$ cat config.mk
export PLATFORM = sky130hd
export DESIGN_NAME = rtcp_core
export DESIGN_NICKNAME = d
export VERILOG_FILES = /design/src/design/rtcp_pkg.sv /design/src/design/rtcp_core.sv
export SDC_FILE = /design/constraint.sdc
export NUM_CORES = 1
export LEC_CHECK = 0
export BUFFER_PORTS_ARGS = -buffer_cell sky130_fd_sc_hd__buf_2
export CORE_ASPECT_RATIO = 0.5
export CORE_UTILIZATION = 55
export CTS_CLUSTER_DIAMETER = 150
export DETAILED_ROUTE_END_ITERATION = 12
export HOLD_SLACK_MARGIN = 0.03
export PLACE_DENSITY_LB_ADDON = 0.1
export SLEW_MARGIN = 10
export SYNTH_ARGS = -nofsm -noshare
export SYNTH_HDL_FRONTEND = slang
export SYNTH_SLANG_ARGS = --single-unit
$ cat constraint.sdc
create_clock -name clk_in -period 6 [get_ports clk_in]
set_input_delay 0 -clock clk_in [delete_from_list [all_inputs] [get_ports clk_in]]
set_output_delay 0 -clock clk_in [all_outputs]
set_load 0.01 [all_outputs]
$ cat src/design/rtcp_pkg.sv
// Constants for the real-time counter block
package rtcp_pkg;
    // ------------------------------------------------------------
    // Register indices (byte address is four times the index)
    // ------------------------------------------------------------
    localparam logic [4:0] IDX_CTRL = 5'h00;
    localparam logic [4:0] IDX_STATUS = 5'h01;
    localparam logic [4:0] IDX_INTMASK = 5'h02;
    localparam logic [4:0] IDX_INTFLAGS = 5'h03;
    localparam logic [4:0] IDX_DBG = 5'h05;
    localparam logic [4:0] IDX_FREQUENCY_CALIBRATION = 5'h06;
    localparam logic [4:0] IDX_CLOCK_SOURCE_SELECT = 5'h07;
    localparam logic [4:0] IDX_CNT_L = 5'h08;
    localparam logic [4:0] IDX_CNT_H = 5'h09;
    localparam logic [4:0] IDX_PER_L = 5'h0a;
    localparam logic [4:0] IDX_PER_H = 5'h0b;
    localparam logic [4:0] IDX_CMP_L = 5'h0c;
    localparam logic [4:0] IDX_CMP_H = 5'h0d;
    localparam logic [4:0] IDX_PIT = 5'h10;
    // ------------------------------------------------------------
    // Reset values and field positions
    // ------------------------------------------------------------
    localparam logic [7:0] RST_BYTE = 8'h00;
    localparam logic [15:0] RST_CNT = 16'h0000;
    localparam logic [15:0] RST_PER = 16'hffff;
    localparam logic [15:0] RST_CMP = 16'h0000;
    localparam int CTRL_EN_BIT = 0;
    localparam int CTRL_CORR_BIT = 2;
    localparam int CTRL_PRE_LSB = 3;
    localparam int FREQUENCY_CALIBRATION_SIGN_BIT = 7;
    localparam int PIT_EN_BIT = 0;
    localparam int PIT_CODE_LSB = 3;
    localparam int FLAG_WRAP = 0;
    localparam int FLAG_MATCH = 1;
    localparam int FLAG_PIT = 2;
    localparam int BUSY_LSB = 1;
    // ------------------------------------------------------------
    // Source codes, sync indices and timing
    // ------------------------------------------------------------
    localparam logic [1:0] SRC_INT32K = 2'h0;
    localparam logic [1:0] SRC_INT1K = 2'h1;
    localparam logic [1:0] SRC_XTAL = 2'h2;
    localparam logic [1:0] SRC_EXT = 2'h3;
    localparam int SY_CNT = 0;
    localparam int SY_PER = 1;
    localparam int SY_CMP = 2;
    localparam logic [1:0] SYNC_LAT = 2'h2;
    localparam logic [3:0] PIT_OFF = 4'h0;
    localparam logic [3:0] PIT_RSVD = 4'hf;
    localparam int unsigned PPM_INTERVAL = 1000000;
    localparam int unsigned TAP_DIV = 32;
    typedef enum logic [0:0] {
        BUS_IDLE = 1'b0,
        BUS_ACK = 1'b1
    } rtcp_bus_t;
endpackage : rtcp_pkg

$ cat src/design/rtcp_core.sv
// Real-time counter with calibration, sync latency and periodic tick
//
// Summary of operation
// - With keep_running_in_halt clear the counter freezes and ignores ticks while the CPU is halted, otherwise it keeps counting.
// - Calibration sign 0 slows the prescaler by dropping ticks, sign 1 speeds it by adding ticks.
// - The seven-bit magnitude is the number of ticks added or dropped per million timekeeping ticks.
// - The source field picks internal 32k, its 1k tap, the 32k crystal or the external pin.
// - The 16-bit tick_value reads as low byte at 0x08 and high byte at 0x09 and resets to zero.
// - A tick_value write lands two timekeeping ticks later with tick_sync_pending set meanwhile.
// - The wrap limit sits as low byte at 0x0a and high byte at 0x0b and resets to all ones.
// - A wrap limit write lands two timekeeping ticks later with limit_sync_pending set meanwhile.
// - The match value sits as low byte at 0x0c and high byte at 0x0d and resets to zero.
// - A match value write lands two timekeeping ticks later with match_sync_pending set meanwhile.
// - Periodic code 0 gives no tick, codes 1 to 14 give 4 up to 32768 ticks, code 15 gives none.
// - Frequency correction acts only while correction_enable is set.
// - Reaching the wrap limit wraps to zero and sets wrap_flag, cleared by reading the flags or by writing one.
// - The counter equalling the match value sets the match flag, cleared by reading the flags or by writing one.
//
// The Avalon-MM register port is this design's own decision.
`timescale 1ns/1ps
`default_nettype none
module rtcp_core #(
    parameter int unsigned PPM_INTERVAL = rtcp_pkg::PPM_INTERVAL,
    parameter int unsigned TAP_DIV = rtcp_pkg::TAP_DIV
) (
    input wire logic clk_in,
    input wire logic rst_in,
    input wire logic [4:0] avs_address_in,
    input wire logic avs_read_in,
    input wire logic avs_write_in,
    input wire logic [31:0] avs_writedata_in,
    input wire logic [3:0] avs_byteenable_in,
    output logic [31:0] avs_readdata_out,
    output logic avs_waitrequest_out,
    input wire logic internal_32k_oscillator_in,
    input wire logic crystal_32k_source_in,
    input wire logic external_pin_source_in,
    input wire logic cpu_halted_in,
    output logic irq_out
);
    localparam int TW = $clog2(TAP_DIV);
    localparam int PW = $clog2(PPM_INTERVAL);
    localparam logic [PW-1:0] PPM_LAST = PW'(PPM_INTERVAL - 1);

    if (TAP_DIV < 2 || (TAP_DIV & (TAP_DIV - 1)) != 0) begin : g_tap_chk
        $error("TAP_DIV must be a power of two");
    end
    if (PPM_INTERVAL < 2) begin : g_ppm_chk
        $error("PPM_INTERVAL too small");
    end

    function automatic logic [15:0] ones(input logic [4:0] n);
        ones = 16'((17'h1 << n) - 17'h1);
    endfunction : ones

    // ------------------------------------------------------------
    // State
    // ------------------------------------------------------------
    rtcp_pkg::rtcp_bus_t bus_reg, bus_next;
    logic [31:0] rdata_reg, rdata_next;
    logic [7:0] ctrl_reg, ctrl_next, dbg_reg, dbg_next;
    logic [7:0] frequency_calibration_reg, frequency_calibration_next, sel_reg, sel_next;
    logic [7:0] pit_reg, pit_next;
    logic [2:0] mask_reg, mask_next, flags_reg, flags_next;
    logic [15:0] cnt_reg, cnt_next, per_reg, per_next;
    logic [15:0] cmp_reg, cmp_next;
    logic [15:0] stage_reg [3];
    logic [15:0] stage_next [3];
    logic [1:0] pend_reg [3];
    logic [1:0] pend_next [3];
    logic [TW-1:0] tap_reg, tap_next;
    logic osc_prev_reg, osc_prev_next, src_prev_reg, src_prev_next;
    logic [16:0] pre_reg, pre_next;
    logic [PW-1:0] ppm_reg, ppm_next;
    logic [6:0] corr_reg, corr_next;
    logic [14:0] pitc_reg, pitc_next;

    // ------------------------------------------------------------
    // Next-state logic
    // ------------------------------------------------------------
    always_comb begin
        logic src, tick, go, en, wr, rd, ptick;
        logic [2:0] wr_sy, setf, clrf;
        logic [1:0] inc;
        logic [16:0] div, sum;
        logic [15:0] pm, cn;
        logic [3:0] code;
        logic [7:0] wb, rv;
        src = 1'b0;
        tick = 1'b0;
        go = 1'b0;
        en = 1'b0;
        wr = 1'b0;
        rd = 1'b0;
        ptick = 1'b0;
        wr_sy = 3'h0;
        setf = 3'h0;
        clrf = 3'h0;
        inc = 2'h1;
        div = 17'h0;
        sum = 17'h0;
        pm = 16'h0;
        cn = 16'h0;
        code = pit_reg[rtcp_pkg::PIT_CODE_LSB +: 4];
        wb = avs_writedata_in[7:0];
        rv = 8'h00;
        bus_next = bus_reg;
        rdata_next = rdata_reg;
        ctrl_next = ctrl_reg;
        dbg_next = dbg_reg;
        frequency_calibration_next = frequency_calibration_reg;
        sel_next = sel_reg;
        pit_next = pit_reg;
        mask_next = mask_reg;
        cnt_next = cnt_reg;
        per_next = per_reg;
        cmp_next = cmp_reg;
        stage_next = stage_reg;
        pend_next = pend_reg;
        tap_next = tap_reg;
        ppm_next = ppm_reg;
        corr_next = corr_reg;
        pre_next = pre_reg;
        pitc_next = pitc_reg;
        // Bus: one wait state so read data comes from a flop
        wr = bus_reg == rtcp_pkg::BUS_ACK && avs_write_in
            && avs_byteenable_in[0];
        rd = bus_reg == rtcp_pkg::BUS_ACK && avs_read_in;
        case (bus_reg)
            rtcp_pkg::BUS_IDLE: begin
                if (avs_read_in || avs_write_in)
                    bus_next = rtcp_pkg::BUS_ACK;
            end
            rtcp_pkg::BUS_ACK: bus_next = rtcp_pkg::BUS_IDLE;
            default: bus_next = rtcp_pkg::BUS_IDLE;
        endcase
        case (avs_address_in)
            rtcp_pkg::IDX_CTRL: rv = ctrl_reg;
            rtcp_pkg::IDX_STATUS: rv = {4'h0, pend_reg[2] != 2'h0,
                pend_reg[1] != 2'h0, pend_reg[0] != 2'h0, 1'b0};
            rtcp_pkg::IDX_INTMASK: rv = {5'h00, mask_reg};
            rtcp_pkg::IDX_INTFLAGS: rv = {5'h00, flags_reg};
            rtcp_pkg::IDX_DBG: rv = dbg_reg;
            rtcp_pkg::IDX_FREQUENCY_CALIBRATION: rv = frequency_calibration_reg;
            rtcp_pkg::IDX_CLOCK_SOURCE_SELECT: rv = sel_reg;
            rtcp_pkg::IDX_CNT_L: rv = cnt_reg[7:0];
            rtcp_pkg::IDX_CNT_H: rv = cnt_reg[15:8];
            rtcp_pkg::IDX_PER_L: rv = stage_reg[1][7:0];
            rtcp_pkg::IDX_PER_H: rv = stage_reg[1][15:8];
            rtcp_pkg::IDX_CMP_L: rv = stage_reg[2][7:0];
            rtcp_pkg::IDX_CMP_H: rv = stage_reg[2][15:8];
            rtcp_pkg::IDX_PIT: rv = pit_reg;
            default: rv = 8'h00;
        endcase
        if (bus_reg == rtcp_pkg::BUS_IDLE && avs_read_in)
            rdata_next = {24'h000000, rv};
        if (wr) begin
            case (avs_address_in)
                rtcp_pkg::IDX_CTRL: ctrl_next = wb;
                rtcp_pkg::IDX_INTMASK: mask_next = wb[2:0];
                rtcp_pkg::IDX_INTFLAGS: clrf = wb[2:0];
                rtcp_pkg::IDX_DBG: dbg_next = {7'h00, wb[0]};
                rtcp_pkg::IDX_FREQUENCY_CALIBRATION: frequency_calibration_next = wb;
                rtcp_pkg::IDX_CLOCK_SOURCE_SELECT: sel_next = {6'h00, wb[1:0]};
                rtcp_pkg::IDX_CNT_L, rtcp_pkg::IDX_CNT_H,
                rtcp_pkg::IDX_PER_L, rtcp_pkg::IDX_PER_H,
                rtcp_pkg::IDX_CMP_L, rtcp_pkg::IDX_CMP_H: begin
                    for (int i = 0; i < 3; i++) begin
                        if (avs_address_in[2:1] == 2'(i)) begin
                            wr_sy[i] = 1'b1;
                            if (avs_address_in[0])
                                stage_next[i][15:8] = wb;
                            else
                                stage_next[i][7:0] = wb;
                        end
                    end
                end
                rtcp_pkg::IDX_PIT: pit_next = {1'b0, wb[6:3], 2'h0, wb[0]};
                default: ;
            endcase
        end
        if (rd && avs_address_in == rtcp_pkg::IDX_INTFLAGS)
            clrf = 3'h7;
        // Timekeeping clock: sampled source, rising edge is one tick
        osc_prev_next = internal_32k_oscillator_in;
        if (internal_32k_oscillator_in && !osc_prev_reg)
            tap_next = TW'(tap_reg + 1'b1);
        case (sel_reg[1:0])
            rtcp_pkg::SRC_INT32K: src = internal_32k_oscillator_in;
            rtcp_pkg::SRC_INT1K: src = tap_reg[TW-1];
            rtcp_pkg::SRC_XTAL: src = crystal_32k_source_in;
            rtcp_pkg::SRC_EXT: src = external_pin_source_in;
            default: src = 1'b0;
        endcase
        src_prev_next = src;
        tick = src && !src_prev_reg;
        go = tick && !(cpu_halted_in && !dbg_reg[0]);
        en = ctrl_reg[rtcp_pkg::CTRL_EN_BIT];
        // Crossing latency: value lands on the second tick
        for (int i = 0; i < 3; i++) begin
            if (wr_sy[i])
                pend_next[i] = rtcp_pkg::SYNC_LAT;
            else if (tick && pend_reg[i] != 2'h0)
                pend_next[i] = pend_reg[i] - 2'h1;
        end
        if (tick && pend_reg[rtcp_pkg::SY_PER] == 2'h1 && !wr_sy[1])
            per_next = stage_reg[rtcp_pkg::SY_PER];
        if (tick && pend_reg[rtcp_pkg::SY_CMP] == 2'h1 && !wr_sy[2])
            cmp_next = stage_reg[rtcp_pkg::SY_CMP];
        // Calibration: corrections front-loaded in each interval
        if (go && en) begin
            if (ppm_reg == PPM_LAST) begin
                ppm_next = '0;
                corr_next = frequency_calibration_reg[6:0];
            end else begin
                ppm_next = ppm_reg + 1'b1;
            end
            if (ctrl_reg[rtcp_pkg::CTRL_CORR_BIT] && corr_reg != 7'h00)
            begin
                inc = frequency_calibration_reg[rtcp_pkg::FREQUENCY_CALIBRATION_SIGN_BIT] ? 2'h2 : 2'h0;
                corr_next = corr_reg - 7'h01;
            end
            // Speed-up correction (sign 1) assumes divide by two or more
            div = 17'h1 << ctrl_reg[rtcp_pkg::CTRL_PRE_LSB +: 4];
            sum = pre_reg + 17'(inc);
            if (sum >= div) begin
                ptick = 1'b1;
                pre_next = sum - div;
            end else begin
                pre_next = sum;
            end
        end
        if (tick && pend_reg[rtcp_pkg::SY_CNT] == 2'h1 && !wr_sy[0]) begin
            cnt_next = stage_reg[rtcp_pkg::SY_CNT];
        end else if (ptick) begin
            if (cnt_reg == per_reg) begin
                cn = 16'h0000;
                setf[rtcp_pkg::FLAG_WRAP] = 1'b1;
            end else begin
                cn = cnt_reg + 16'h0001;
            end
            cnt_next = cn;
            if (cn == cmp_reg)
                setf[rtcp_pkg::FLAG_MATCH] = 1'b1;
        end
        // Periodic tick from raw timekeeping ticks
        if (go && pit_reg[rtcp_pkg::PIT_EN_BIT]) begin
            pitc_next = pitc_reg + 15'h0001;
            pm = ones(5'(code) + 5'h01);
            if (code != rtcp_pkg::PIT_OFF && code != rtcp_pkg::PIT_RSVD
                && ({1'b0, pitc_reg} & pm) == pm)
                setf[rtcp_pkg::FLAG_PIT] = 1'b1;
        end
        // Set beats a clear in the same cycle
        flags_next = (flags_reg & ~clrf) | setf;
    end

    // ------------------------------------------------------------
    // Registers
    // ------------------------------------------------------------
    always_ff @(posedge clk_in or posedge rst_in) begin
        if (rst_in) begin
            bus_reg <= rtcp_pkg::BUS_IDLE;
            rdata_reg <= 32'h00000000;
            ctrl_reg <= rtcp_pkg::RST_BYTE;
            dbg_reg <= rtcp_pkg::RST_BYTE;
            frequency_calibration_reg <= rtcp_pkg::RST_BYTE;
            sel_reg <= rtcp_pkg::RST_BYTE;
            pit_reg <= rtcp_pkg::RST_BYTE;
            mask_reg <= 3'h0;
            flags_reg <= 3'h0;
            cnt_reg <= rtcp_pkg::RST_CNT;
            per_reg <= rtcp_pkg::RST_PER;
            cmp_reg <= rtcp_pkg::RST_CMP;
            stage_reg[0] <= rtcp_pkg::RST_CNT;
            stage_reg[1] <= rtcp_pkg::RST_PER;
            stage_reg[2] <= rtcp_pkg::RST_CMP;
            for (int i = 0; i < 3; i++)
                pend_reg[i] <= 2'h0;
            tap_reg <= '0;
            osc_prev_reg <= 1'b0;
            src_prev_reg <= 1'b0;
            pre_reg <= 17'h00000;
            ppm_reg <= '0;
            corr_reg <= 7'h00;
            pitc_reg <= 15'h0000;
        end else begin
            bus_reg <= bus_next;
            rdata_reg <= rdata_next;
            ctrl_reg <= ctrl_next;
            dbg_reg <= dbg_next;
            frequency_calibration_reg <= frequency_calibration_next;
            sel_reg <= sel_next;
            pit_reg <= pit_next;
            mask_reg <= mask_next;
            flags_reg <= flags_next;
            cnt_reg <= cnt_next;
            per_reg <= per_next;
            cmp_reg <= cmp_next;
            stage_reg <= stage_next;
            pend_reg <= pend_next;
            tap_reg <= tap_next;
            osc_prev_reg <= osc_prev_next;
            src_prev_reg <= src_prev_next;
            pre_reg <= pre_next;
            ppm_reg <= ppm_next;
            corr_reg <= corr_next;
            pitc_reg <= pitc_next;
        end
    end

    assign avs_readdata_out = rdata_reg;
    assign avs_waitrequest_out = (avs_read_in || avs_write_in)
        && bus_reg != rtcp_pkg::BUS_ACK;
    assign irq_out = |(flags_reg & mask_reg);
endmodule : rtcp_core
`default_nettype wire

==> results of run 1 <==
## report_power, final
| part | leakage, nW | switching, mW | total, mW | internal (mW) |
|---|---|---|---|---|
| logic | 2.81 | 0.938 | 1.75 | 0.814 |
| registers | 2.64 | 0.362 | 2.02 | 1.66 |
| clock network | 0.340 | 0.567 | 1.36 | 0.793 |
## logic make-up after synthesis
| family | count (synthesis) | synth area share [%] |
|---|---|---|
| flops | 207 | 43.46 |
| compound gates | 235 | 12.90 |
| fa+ha+maj | 32 | 3.458 |
| xor+xnor | 96 | 7.000 |
| buf+inv | 115 | 4.479 |
| mux | 120 | 11.21 |
| other cells | 2 | 0.06252 |
| simple gates | 428 | 17.44 |
## metal layers
metal / part of all wire, % / up-vias
met1: 46 / 4685
li1: - / 4424
met3: 8.2 / 48
met2: 44 / 304
met4: 1.9 / 0
met5: 0 / -
## how the worst max path moves through the flow
stage | startpoint | end | slack, ps
CTS | corr_reg[0]$_DFFE_PP0P_ | cnt_reg[12]$_DFFE_PP0P_ | 360
detailed placement | corr_reg[0]$_DFFE_PP0P_ | cnt_reg[12]$_DFFE_PP0P_ | 420
global placement | corr_reg[0]$_DFFE_PP0P_ | cnt_reg[12]$_DFFE_PP0P_ | 630
floorplan | rst_in | avs_readdata_out[0]$_DFFE_PP0P_ | 400
global route | corr_reg[0]$_DFFE_PP0P_ | cnt_reg[2]$_DFFE_PP0P_ | -4
finish | corr_reg[0]$_DFFE_PP0P_ | cnt_reg[12]$_DFFE_PP0P_ | 540
## final cells by class
class | count | area (sq um)
Clock buffer | 29 | 605.6
Clock inverter | 8 | 97.59
Fill cell | 1765 | 7797
Inverter | 33 | 131.4
Multi-Input combinational cell | 936 | 6359
Sequential cell | 207 | 5220
Tap cell | 292 | 365.4
Timing Repair Buffer | 56 | 395.4
## placed cells by master, fill, tap and decap left out, drive strengths merged, types with 22 or more instances in the layout
master	instances
a21oi	41
a22oi	22
a31oi	27
buf	40
clkbuf	29
conb	25
dfrtp	175
dfstp	32
ha	30
inv	33
mux2	106
nand2	112
nand3	59
nand4	28
nor2	109
nor3	32
o21ai	59
xnor2	63
xor2	33
## timing repair
item	CTS	global route
resized for setup	0	1
endpoints found under the setup margin	0	10
hold buffers	16	0
endpoints found under the hold margin	198	0
## worst register-to-register path, stage by stage (launching register included)
cell,delay (ps)
dfrtp_1,380
inv_1,110
ha_1,210
nand2_1,80
o31ai_1,330
nand2_1,120
inv_1,160
ha_1,190
inv_1,50
fa_1,430
nand3b_1,310
nor2_1,280
nand3_1,160
or2_2,330
xnor2_1,150
ha_1,420
nand3_1,130
nor2_1,160
a32oi_1,130
nand3_1,130
o21ai_1,140
buf_12,210
nor2_2,400
nand3_1,150
a31oi_1,200
## stage by stage
stage / power [mW] / setup slack, ps / utilization [%]
5_1_grt: 5.441 / -3.641 / 62.82
4_1_cts: 5.135 / 360.4 / 62.78
3_5_place_dp: 3.750 / 415.5 / 58.67
6_report: 5.135 / 541.0 / 62.82
3_3_place_gp: 3.693 / 629.7 / 58.67
2_1_floorplan: 3.344 / 400.5 / -
==> impl_metrics.env, run 1 <==
export IMPL_setup_viol=0
export IMPL_yosys_area_top_type_share_pct=36.46
export IMPL_die_w_um=211.0
export IMPL_synthFlopType="dfrtp_1"
export IMPL_r2r_setup_slack_ps=540
export IMPL_place_congestion=0.9633
export IMPL_cts_tree="yes"
export IMPL_dp_cells=1508
export IMPL_finalSetupTns_ps=0
export IMPL_cts_sinks=207
export IMPL_maxSlewHeadroom_pct=27.34
export IMPL_syn_to_final_growth_pct=9.677
export IMPL_grt_pass1_wl_um=49740
export IMPL_viasPerCell=6.061
export IMPL_fmax_ghz=0.1832
export IMPL_yosysSeqAreaShare_pct=43.46
export IMPL_diodes=0
export IMPL_synthesis_instances=1235
export IMPL_dr_total_vias=9461
export IMPL_synth_area_leaders="dfrtp_1 36%, mux2_2 9.9%, dfstp_2 7.0%"
export IMPL_hold_depth=3
export IMPL_r2r_cells=24
export IMPL_cellLeakagePower_nw=5.793
export IMPL_crit_chain="inv_1 > ha_1 > nand2_1 > o31ai_1 > nand2_1 > inv_1 > ha_1 > inv_1 > fa_1 > nand3b_1 > nor2_1 > nand3_1 > or2_2 > xnor2_1 > ha_1 > nand3_1 > nor2_1 > a32oi_1 > nand3_1 > o21ai_1 > buf_12 > nor2_2 > nand3_1 > a31oi_1"
export IMPL_num_io_pins=83
export IMPL_dp_hpwl_um=21490
export IMPL_p_per_area_mw_per_mm2=389.8
export IMPL_largest_register_ffs=48
export IMPL_critPathBufInv=4
export IMPL_met2_usage_pct=43.21
export IMPL_ant_nets=0
export IMPL_drt_total_wl_um=30850
export IMPL_holdPathEnd="pend_reg[3]$_DFFE_PP0P_"
export IMPL_critPathMaxStageDelay_ps=430
export IMPL_drv_slew=0
export IMPL_design_area_sq_mm=0.01317
export IMPL_hold_path_class="input pin to register"
export IMPL_startpoint_type="register"
export IMPL_clk_pin_slew_worst_paths_ps=60
export IMPL_ctsHtreeMaxLevel=1
export IMPL_synth_most_common_cell="dfrtp_1"
export IMPL_crit_type="register to register"
export IMPL_synth_top_area_cell="dfrtp_1"
export IMPL_hold_viol=0
export IMPL_post_drt_wl_per_cell_um=19.76
export IMPL_drt_iter0_markers=915
export IMPL_syn_area_per_cell_sq_um=9.726
export IMPL_clockBufferDepth=3
export IMPL_yosys_warnings=0
export IMPL_cp_depth=24
export IMPL_cp_slowest_cell="fa_1"
export IMPL_fp_row_count=37
export IMPL_first_global_vias=9021
export IMPL_max_cap_viol_count=0
export IMPL_tightest_slew_ps=1087
export IMPL_root_buffer="clkbuf_16"
export IMPL_post_route_period_util_pct=90.98
export IMPL_layout_nets=1336
export IMPL_clk_latency_ps=510
export IMPL_grt_max_degree=131
export IMPL_first_pass_iters=7
export IMPL_status="finished, final reports clean"
export IMPL_dieArea_sq_mm=0.02247
export IMPL_grt_ovfl_total=0
export IMPL_antenna_found_initial=0
export IMPL_grt_use_met1_pct=41.60
export IMPL_cp_top_family="simple AND/OR/NAND/NOR gates"
export IMPL_placeableCoreArea_sq_mm=0.02097
export IMPL_numCtsBuffers=21
export IMPL_synth_cell_types=74
export IMPL_grt_total_usage_pct=28.57
export IMPL_cp_end_kind="register"
export IMPL_holdWs_ps=104.2
export IMPL_post_route_drc_count=0
export IMPL_synth_seq_cells=207
export IMPL_skew_ps=10.44
export IMPL_syn_area_sq_mm=0.01201
export IMPL_r2r_end="cnt_reg[12]$_DFFE_PP0P_"
export IMPL_hold_start="avs_address_in[1]"
export IMPL_placed_area_sq_mm=0.01230
export IMPL_cp_common_cell="nand3_1"
export IMPL_period_needed_ps=5459
export IMPL_worstPathRequired_ps=6410
export IMPL_met3_usage_pct=6.706
export IMPL_r2r_start="corr_reg[0]$_DFFE_PP0P_"
export IMPL_peakVddDrop_v=0.0001977
export IMPL_drive_gt1_share_pct=18.20
export IMPL_stdcell_count=1561
export IMPL_critPathMaxFanout=22
export IMPL_grt_busiest_layer="met2"
export IMPL_cts_post_setup_buffers_inserted=0
export IMPL_cp_arrival_ps=5870
export IMPL_synth_edf_count=0
export IMPL_dieHeight_um=106.5
export IMPL_synth_top_cells_by_count="175 x dfrtp_1, 112 x nand2_1, 109 x nor2_1, 106 x mux2_2, 63 x xnor2_1"
export IMPL_port_buffers=31
export IMPL_initial_utilization_pct=57.28
export IMPL_async_flop_share_pct=100.0
Power figures use the tool's default switching activity.
==> inputs of run 2 (changes only) <==
--- a/config.mk
+++ b/config.mk
@@ -7,12 +7,13 @@
 export LEC_CHECK = 0
 export BUFFER_PORTS_ARGS = -buffer_cell sky130_fd_sc_hd__buf_2
 export CORE_ASPECT_RATIO = 0.5
-export CORE_UTILIZATION = 55
+export CORE_UTILIZATION = 66
 export CTS_CLUSTER_DIAMETER = 150
+export CTS_CLUSTER_SIZE = 14
 export DETAILED_ROUTE_END_ITERATION = 12
 export HOLD_SLACK_MARGIN = 0.03
 export PLACE_DENSITY_LB_ADDON = 0.1
-export SLEW_MARGIN = 10
+export SLEW_MARGIN = 30
 export SYNTH_ARGS = -nofsm -noshare
 export SYNTH_HDL_FRONTEND = slang
 export SYNTH_SLANG_ARGS = --single-unit
==> constraint.sdc (replaced) <==
create_clock -name clk_in -period 6.7 [get_ports clk_in]
set_input_delay 0 -clock clk_in [delete_from_list [all_inputs] [get_ports clk_in]]
set_output_delay 0 -clock clk_in [all_outputs]
set_load 0.01 [all_outputs]
==> run 2 against run 1 <==
  * The flow now finishes with violations (design-rule violations)
  * First-iteration DRC count up 4.0%
  * Sequential share of layout area up 0.92 points
  * Maximum frequency down 10%
  * Design area down 2.3%
  * Clock skew up 3.0 ps
  * Non-clock buffer count down 4
  * Power down 15%
  * Largest cell class unchanged
  * Highest routed layer unchanged
==> impl_metrics.env, run 2 (synthesized netlist as in run 1, its figures left out) <==
export IMPL_cts_resized=0
export IMPL_place_congestion=0.9511
export IMPL_hold_depth=2
export IMPL_setup_viol=0
export IMPL_initial_utilization_pct=68.37
export IMPL_crit_type="register to register"
export IMPL_drt_total_wl_um=30450
export IMPL_clk_latency_ps=480
export IMPL_wl_met2_um=13500
export IMPL_dieHeight_um=97.39
export IMPL_cp_slowest_cell="nor4_2"
export IMPL_post_route_period_util_pct=90.50
export IMPL_r2r_start="corr_reg[0]$_DFFE_PP0P_"
export IMPL_cp_arrival_ps=6430
export IMPL_p_per_area_mw_per_mm2=339.2
export IMPL_clk_pin_slew_worst_paths_ps=70
export IMPL_ctsHtreeMaxLevel=1
export IMPL_cp_depth=23
export IMPL_fp_row_count=34
export IMPL_cts_post_setup_buffers_inserted=0
export IMPL_holdWs_ps=61.21
export IMPL_cp_top_family="simple AND/OR/NAND/NOR gates"
export IMPL_port_buffers=31
export IMPL_drv_slew=0
export IMPL_grt_pass1_wl_um=49050
export IMPL_post_drt_wl_per_cell_um=20.46
export IMPL_startpoint_type="register"
export IMPL_placeableCoreArea_sq_mm=0.01757
export IMPL_cts_tree="yes"
export IMPL_first_global_vias=9286
export IMPL_clockBufferDepth=3
export IMPL_dr_total_vias=9570
export IMPL_grt_ovfl_total=0
export IMPL_cp_end_kind="register"
export IMPL_cp_startpoint="corr_reg[0]$_DFFE_PP0P_"
export IMPL_ff_latch_area_sq_mm=0.005220
export IMPL_maxSlewHeadroom_pct=43.03
export IMPL_dieArea_sq_mm=0.01878
export IMPL_dp_hpwl_um=20990
export IMPL_layout_common_cells="175 x dfrtp_1, 112 x nand2_1, 108 x nor2_1, 106 x mux2_2, 63 x xnor2_1"
export IMPL_post_route_drc_count=8
export IMPL_worstPathRequired_ps=7070
export IMPL_diodes=0
export IMPL_die_w_um=192.8
export IMPL_root_buffer="clkbuf_16"
export IMPL_tightest_slew_ps=852.2
export IMPL_hold_start="avs_writedata_in[2]"
export IMPL_cts_hold_buf=14
export IMPL_drt_iter0_markers=952
export IMPL_drt_met1_wl_um=13540
export IMPL_first_pass_iters=10
export IMPL_hold_path_class="input pin to register"
export IMPL_layout_nets=1329
export IMPL_critPathMaxFanout=21
export IMPL_stdcell_count=1488
export IMPL_antenna_found_initial=0
export IMPL_violations="design-rule violations"
export IMPL_multiInputGateArea_sq_mm=0.006375
export IMPL_r2r_cells=23
export IMPL_dp_cells=1448
export IMPL_grt_total_usage_pct=33.61
export IMPL_cellLeakagePower_nw=5.679
export IMPL_crit_chain="inv_1 > ha_1 > nand2_1 > o31ai_1 > nand2_1 > inv_1 > ha_1 > inv_1 > fa_1 > nand3b_1 > nor4_2 > nand4_1 > xnor2_1 > ha_1 > a21o_1 > a21o_1 > a211oi_1 > nand3_1 > o21ai_1 > buf_4 > o21a_1 > o211ai_1 > o21a_1"
export IMPL_period_needed_ps=6063
export IMPL_finalSetupTns_ps=0
export IMPL_ant_nets=0
export IMPL_skew_ps=13.45
export IMPL_top_layer="met4"
export IMPL_viasPerCell=6.431
export IMPL_status="finished, violations left"
export IMPL_wl_met3_um=2722
export IMPL_grt_max_degree=157
export IMPL_n_fill_cell=1307
export IMPL_numCtsBuffers=18
export IMPL_peakVddDrop_v=0.0002368
export IMPL_drive_gt1_share_pct=17.30
export IMPL_syn_to_final_growth_pct=7.187
export IMPL_hold_viol=0
export IMPL_max_cap_viol_count=0
export IMPL_final_common_cell="dfrtp_1"
export IMPL_fmax_ghz=0.1649
export IMPL_critPathMaxStageDelay_ps=730
export IMPL_largest_register_ffs=48
export IMPL_rsz0062_at_grt="no"
export IMPL_num_io_pins=83
export IMPL_cts_sinks=207
export IMPL_critPathBufInv=4
## run 2: cell types whose count changed in the layout (fill, tap and decap cells not counted), moves of 2 or more
cell,delta
dlygate4sd3_1,-2
clkbuf_1,+3
clkbuf_16,-2
clkbuf_8,-5
bufinv_16,-2
clkinvlp_4,-2
## run 2: power by group
| group | total, mW | internal [mW] | switching (mW) |
|---|---|---|---|
| combinational | 1.58 | 0.729 | 0.852 |
| sequential | 1.82 | 1.49 | 0.330 |
| clock | 0.968 | 0.516 | 0.452 |
| total | 4.37 | 2.73 | 1.63 |
## run 2: stage by stage
stage / utilization [%] / power, mW / setup slack [ps] / area (sq um)
after floorplan: - / 2.995 / 1100 / 12100
after detailed placement: 69.48 / 3.365 / 723.1 / 12210
after global placement: 69.46 / 3.300 / 840.5 / 12200
final: 73.28 / 4.367 / 636.8 / 12870
after global routing: 73.28 / 4.648 / 173.5 / 12870
after CTS: 73.14 / 4.356 / 691.6 / 12850
## run 2: area by class of cell
class,instances,share of cell area [%]
flip-flops and latches,207,40.54
clock buffers,25,3.868
inverters,33,1.059
well taps,234,2.274
multi-input cells,936,49.51
repair buffers,52,2.702
clock inverters,1,0.03887
## run 2: worst paths after layout
check | end | slack [ps]
worst max-delay path | cnt_reg[10]$_DFFE_PP0P_ | 640
worst min-delay path | stage_reg[26]$_DFFE_PP1P_ | 60
worst max register to register | cnt_reg[10]$_DFFE_PP0P_ | 640
worst min register to register | avs_readdata_out[7]$_DFFE_PP0P_ | 470
max in group asynchronous | ppm_reg[19]$_DFFE_PP0P_ | 5340
min in group asynchronous | stage_reg[11]$_DFFE_PP0P_ | 210
## run 2: routing by layer
metal | vias up | GRT usage [%]
met1 | 4708 | 48.27
met5 | - | 0
met4 | 0 | 9.146
li1 | 4395 | -
met2 | 398 | 51.53
met3 | 69 | 7.223
==> inputs of run 3 (changes only) <==
==> constraint.sdc (replaced) <==
create_clock -name clk_in -period 6.7 [get_ports clk_in]
set_input_delay 1.34 -clock clk_in [delete_from_list [all_inputs] [get_ports clk_in]]
set_output_delay 1.34 -clock clk_in [all_outputs]
set_load 0.01 [all_outputs]
==> run 3 against run 2 <==
  * The run still ends with design-rule violations left
  * Hold slack improved by 420 ps
  * Power increased by 0.30%
  * Utilization decreased by 0.51 points
  * Highest routed layer unchanged
  * Register-to-register slack improved by 50 ps
  * Sequential share of layout area increased by 0.28 points
  * Via count decreased by 0.30%
  * Largest cell class unchanged
  * Design area decreased by 0.69%
  * Routed wire length decreased by 1.5%
  * Critical path type unchanged
==> impl_metrics.env, run 3 (synthesized netlist as in run 1, its figures left out) <==
export IMPL_layout_common_cells="175 x dfrtp_1, 112 x nand2_1, 108 x nor2_1, 106 x mux2_2, 63 x xnor2_1"
export IMPL_p_comb_share_pct=36.1
export IMPL_hold_viol=0
export IMPL_clockBufferDepth=3
export IMPL_viasPerCell=6.429
export IMPL_rsz0062_at_grt="no"
export IMPL_root_buffer="clkbuf_16"
export IMPL_drt_total_wl_um=30000
export IMPL_antenna_found_initial=1
export IMPL_fp_row_count=34
export IMPL_design_area_sq_mm=0.01279
export IMPL_layout_nets=1319
export IMPL_dieHeight_um=97.39
export IMPL_period_needed_ps=6009
export IMPL_post_drt_wl_per_cell_um=20.21
export IMPL_syn_to_final_growth_pct=6.448
export IMPL_swShare_pct=37.41
export IMPL_dp_cells=1451
export IMPL_cts_resized=0
export IMPL_drt_iter0_markers=743
export IMPL_max_cap_viol_count=0
export IMPL_skew_ps=14.69
export IMPL_cts_tree="yes"
export IMPL_cp_end_kind="register"
export IMPL_clk_pin_slew_worst_paths_ps=80
export IMPL_cp_slowest_cell="nor2_1"
export IMPL_setup_viol=0
export IMPL_ctsHtreeMaxLevel=1
export IMPL_first_pass_iters=9
export IMPL_cp_depth=23
export IMPL_drv_slew=0
export IMPL_clk_latency_ps=490
export IMPL_numCtsBuffers=18
export IMPL_worst_slack_ps=690.7
export IMPL_port_buffers=31
export IMPL_post_route_period_util_pct=89.69
export IMPL_grt_pass1_wl_um=48910
export IMPL_cp_arrival_ps=6410
export IMPL_stdcell_count=1484
export IMPL_grt_ovfl_total=0
export IMPL_status="finished, violations left"
export IMPL_startpoint_type="register"
export IMPL_cellLeakagePower_nw=5.640
export IMPL_cts_hold_buf=0
export IMPL_post_route_drc_count=10
export IMPL_power_frac_clock_pct=22.6
export IMPL_dr_total_vias=9541
export IMPL_dieArea_sq_mm=0.01878
export IMPL_maxSlewHeadroom_pct=28.18
export IMPL_diodes=0
export IMPL_grt_total_usage_pct=33.33
export IMPL_fmax_ghz=0.1664
export IMPL_worstPathRequired_ps=7100
export IMPL_largest_register_ffs=48
export IMPL_cts_sinks=207
export IMPL_internal_power_mw=2.741
export IMPL_crit_chain="inv_1 > ha_1 > nand2_1 > o31ai_1 > nand2_1 > inv_1 > ha_1 > inv_1 > fa_1 > nand3b_1 > nor2_1 > nand3_1 > or2_2 > xnor2_1 > ha_1 > nand3_1 > nor2_1 > a32oi_1 > nand3_1 > o21ai_1 > nor2_1 > nand3b_1 > a31oi_1"
export IMPL_critPathBufInv=3
export IMPL_ant_nets=0
export IMPL_hold_path_class="register to register"
export IMPL_tightest_slew_ps=1069
export IMPL_num_io_pins=83
export IMPL_critPathMaxStageDelay_ps=700
export IMPL_p_per_area_mw_per_mm2=342.6
export IMPL_cp_top_family="simple AND/OR/NAND/NOR gates"
export IMPL_peakVddDrop_v=0.0002495
export IMPL_place_congestion=0.9185
export IMPL_final_common_cell="dfrtp_1"
export IMPL_violations="design-rule violations"
export IMPL_drive_gt1_share_pct=17.60
export IMPL_pwr_share_seq_pct=41.3
export IMPL_n_fill_cell=1273
export IMPL_die_w_um=192.8
export IMPL_crit_type="register to register"
export IMPL_first_global_vias=9325
export IMPL_r2r_cells=23
export IMPL_hold_depth=1
export IMPL_grt_max_degree=66
export IMPL_critPathMaxFanout=10
export IMPL_preCtsSetupSlack_ps=820.0
export IMPL_power_switching_mw=1.639
export IMPL_initial_utilization_pct=68.37
export IMPL_placeableCoreArea_sq_mm=0.01757
export IMPL_cts_post_setup_buffers_inserted=0
export IMPL_placed_area_sq_mm=0.01223
export IMPL_dp_hpwl_um=21360
export IMPL_finalSetupTns_ps=0
## run 3: power groups by stage
stage                     registers [mW]  clock network, mW  logic, mW
after floorplan                     1.65                  0       1.35
after global placement              1.80                  0       1.49
after detailed placement            1.82                  0       1.55
after CTS                           1.80              0.997       1.57
after global routing                1.83               1.05       1.77
final                               1.81              0.988       1.58
## run 3: cell type report
type / count / area, sq um / share of cell area [%]
Tap cell: 234 / 292.8 / 2.290
Sequential cell: 207 / 5220 / 40.83
Clock inverter: 1 / 5.005 / 0.03914
Multi-Input combinational cell: 936 / 6370 / 49.82
Timing Repair Buffer: 42 / 250.2 / 1.957
Clock buffer: 31 / 520.5 / 4.071
Inverter: 33 / 127.6 / 0.9981
## run 3: routing by layer
layer  track usage, %  vias up  routed length [um]
met2            52.47      339               13570
met3            5.778       68                2028
met1            47.91     4742               13620
met5                0        -                   0
met4            8.237        0                 782
li1                 -     4392                   -
## run 3: through the flow
step	hold slack, ps	power [mW]	utilization (%)
final	482.0	4.380	72.77
after global routing	497.7	4.647	72.77
after CTS	479.0	4.359	72.60
after detailed placement	469.7	3.368	69.61
after global placement	456.1	3.289	69.56
after floorplan	440.4	2.996	-
## run 3: worst paths after layout
check	start	end	slack [ps]
min	tap_reg[3]$_DFFE_PP0P_	tap_reg[3]$_DFFE_PP0P_	480
min in group asynchronous	rst_in	pend_reg[4]$_DFFE_PP0P_	790
max	corr_reg[0]$_DFFE_PP0P_	cnt_reg[6]$_DFFE_PP0P_	690
max in group asynchronous	rst_in	pre_reg[2]$_DFFE_PP0P_	4580
min reg2reg	tap_reg[3]$_DFFE_PP0P_	tap_reg[3]$_DFFE_PP0P_	480
max reg2reg	corr_reg[0]$_DFFE_PP0P_	cnt_reg[6]$_DFFE_PP0P_	690
## run 3: worst reg2reg max path, stage by stage, from the launching register on
cell      delay (ps)
dfrtp_1          380
inv_1             90
ha_1             220
nand2_1           90
o31ai_1          330
nand2_1          290
inv_1            240
ha_1             200
inv_1             60
fa_1             440
nand3b_1         320
nor2_1           260
nand3_1          140
or2_2            320
xnor2_1          160
ha_1             430
nand3_1          150
nor2_1           190
a32oi_1          130
nand3_1          130
o21ai_1          210
nor2_1           710
nand3b_1         210
a31oi_1          210
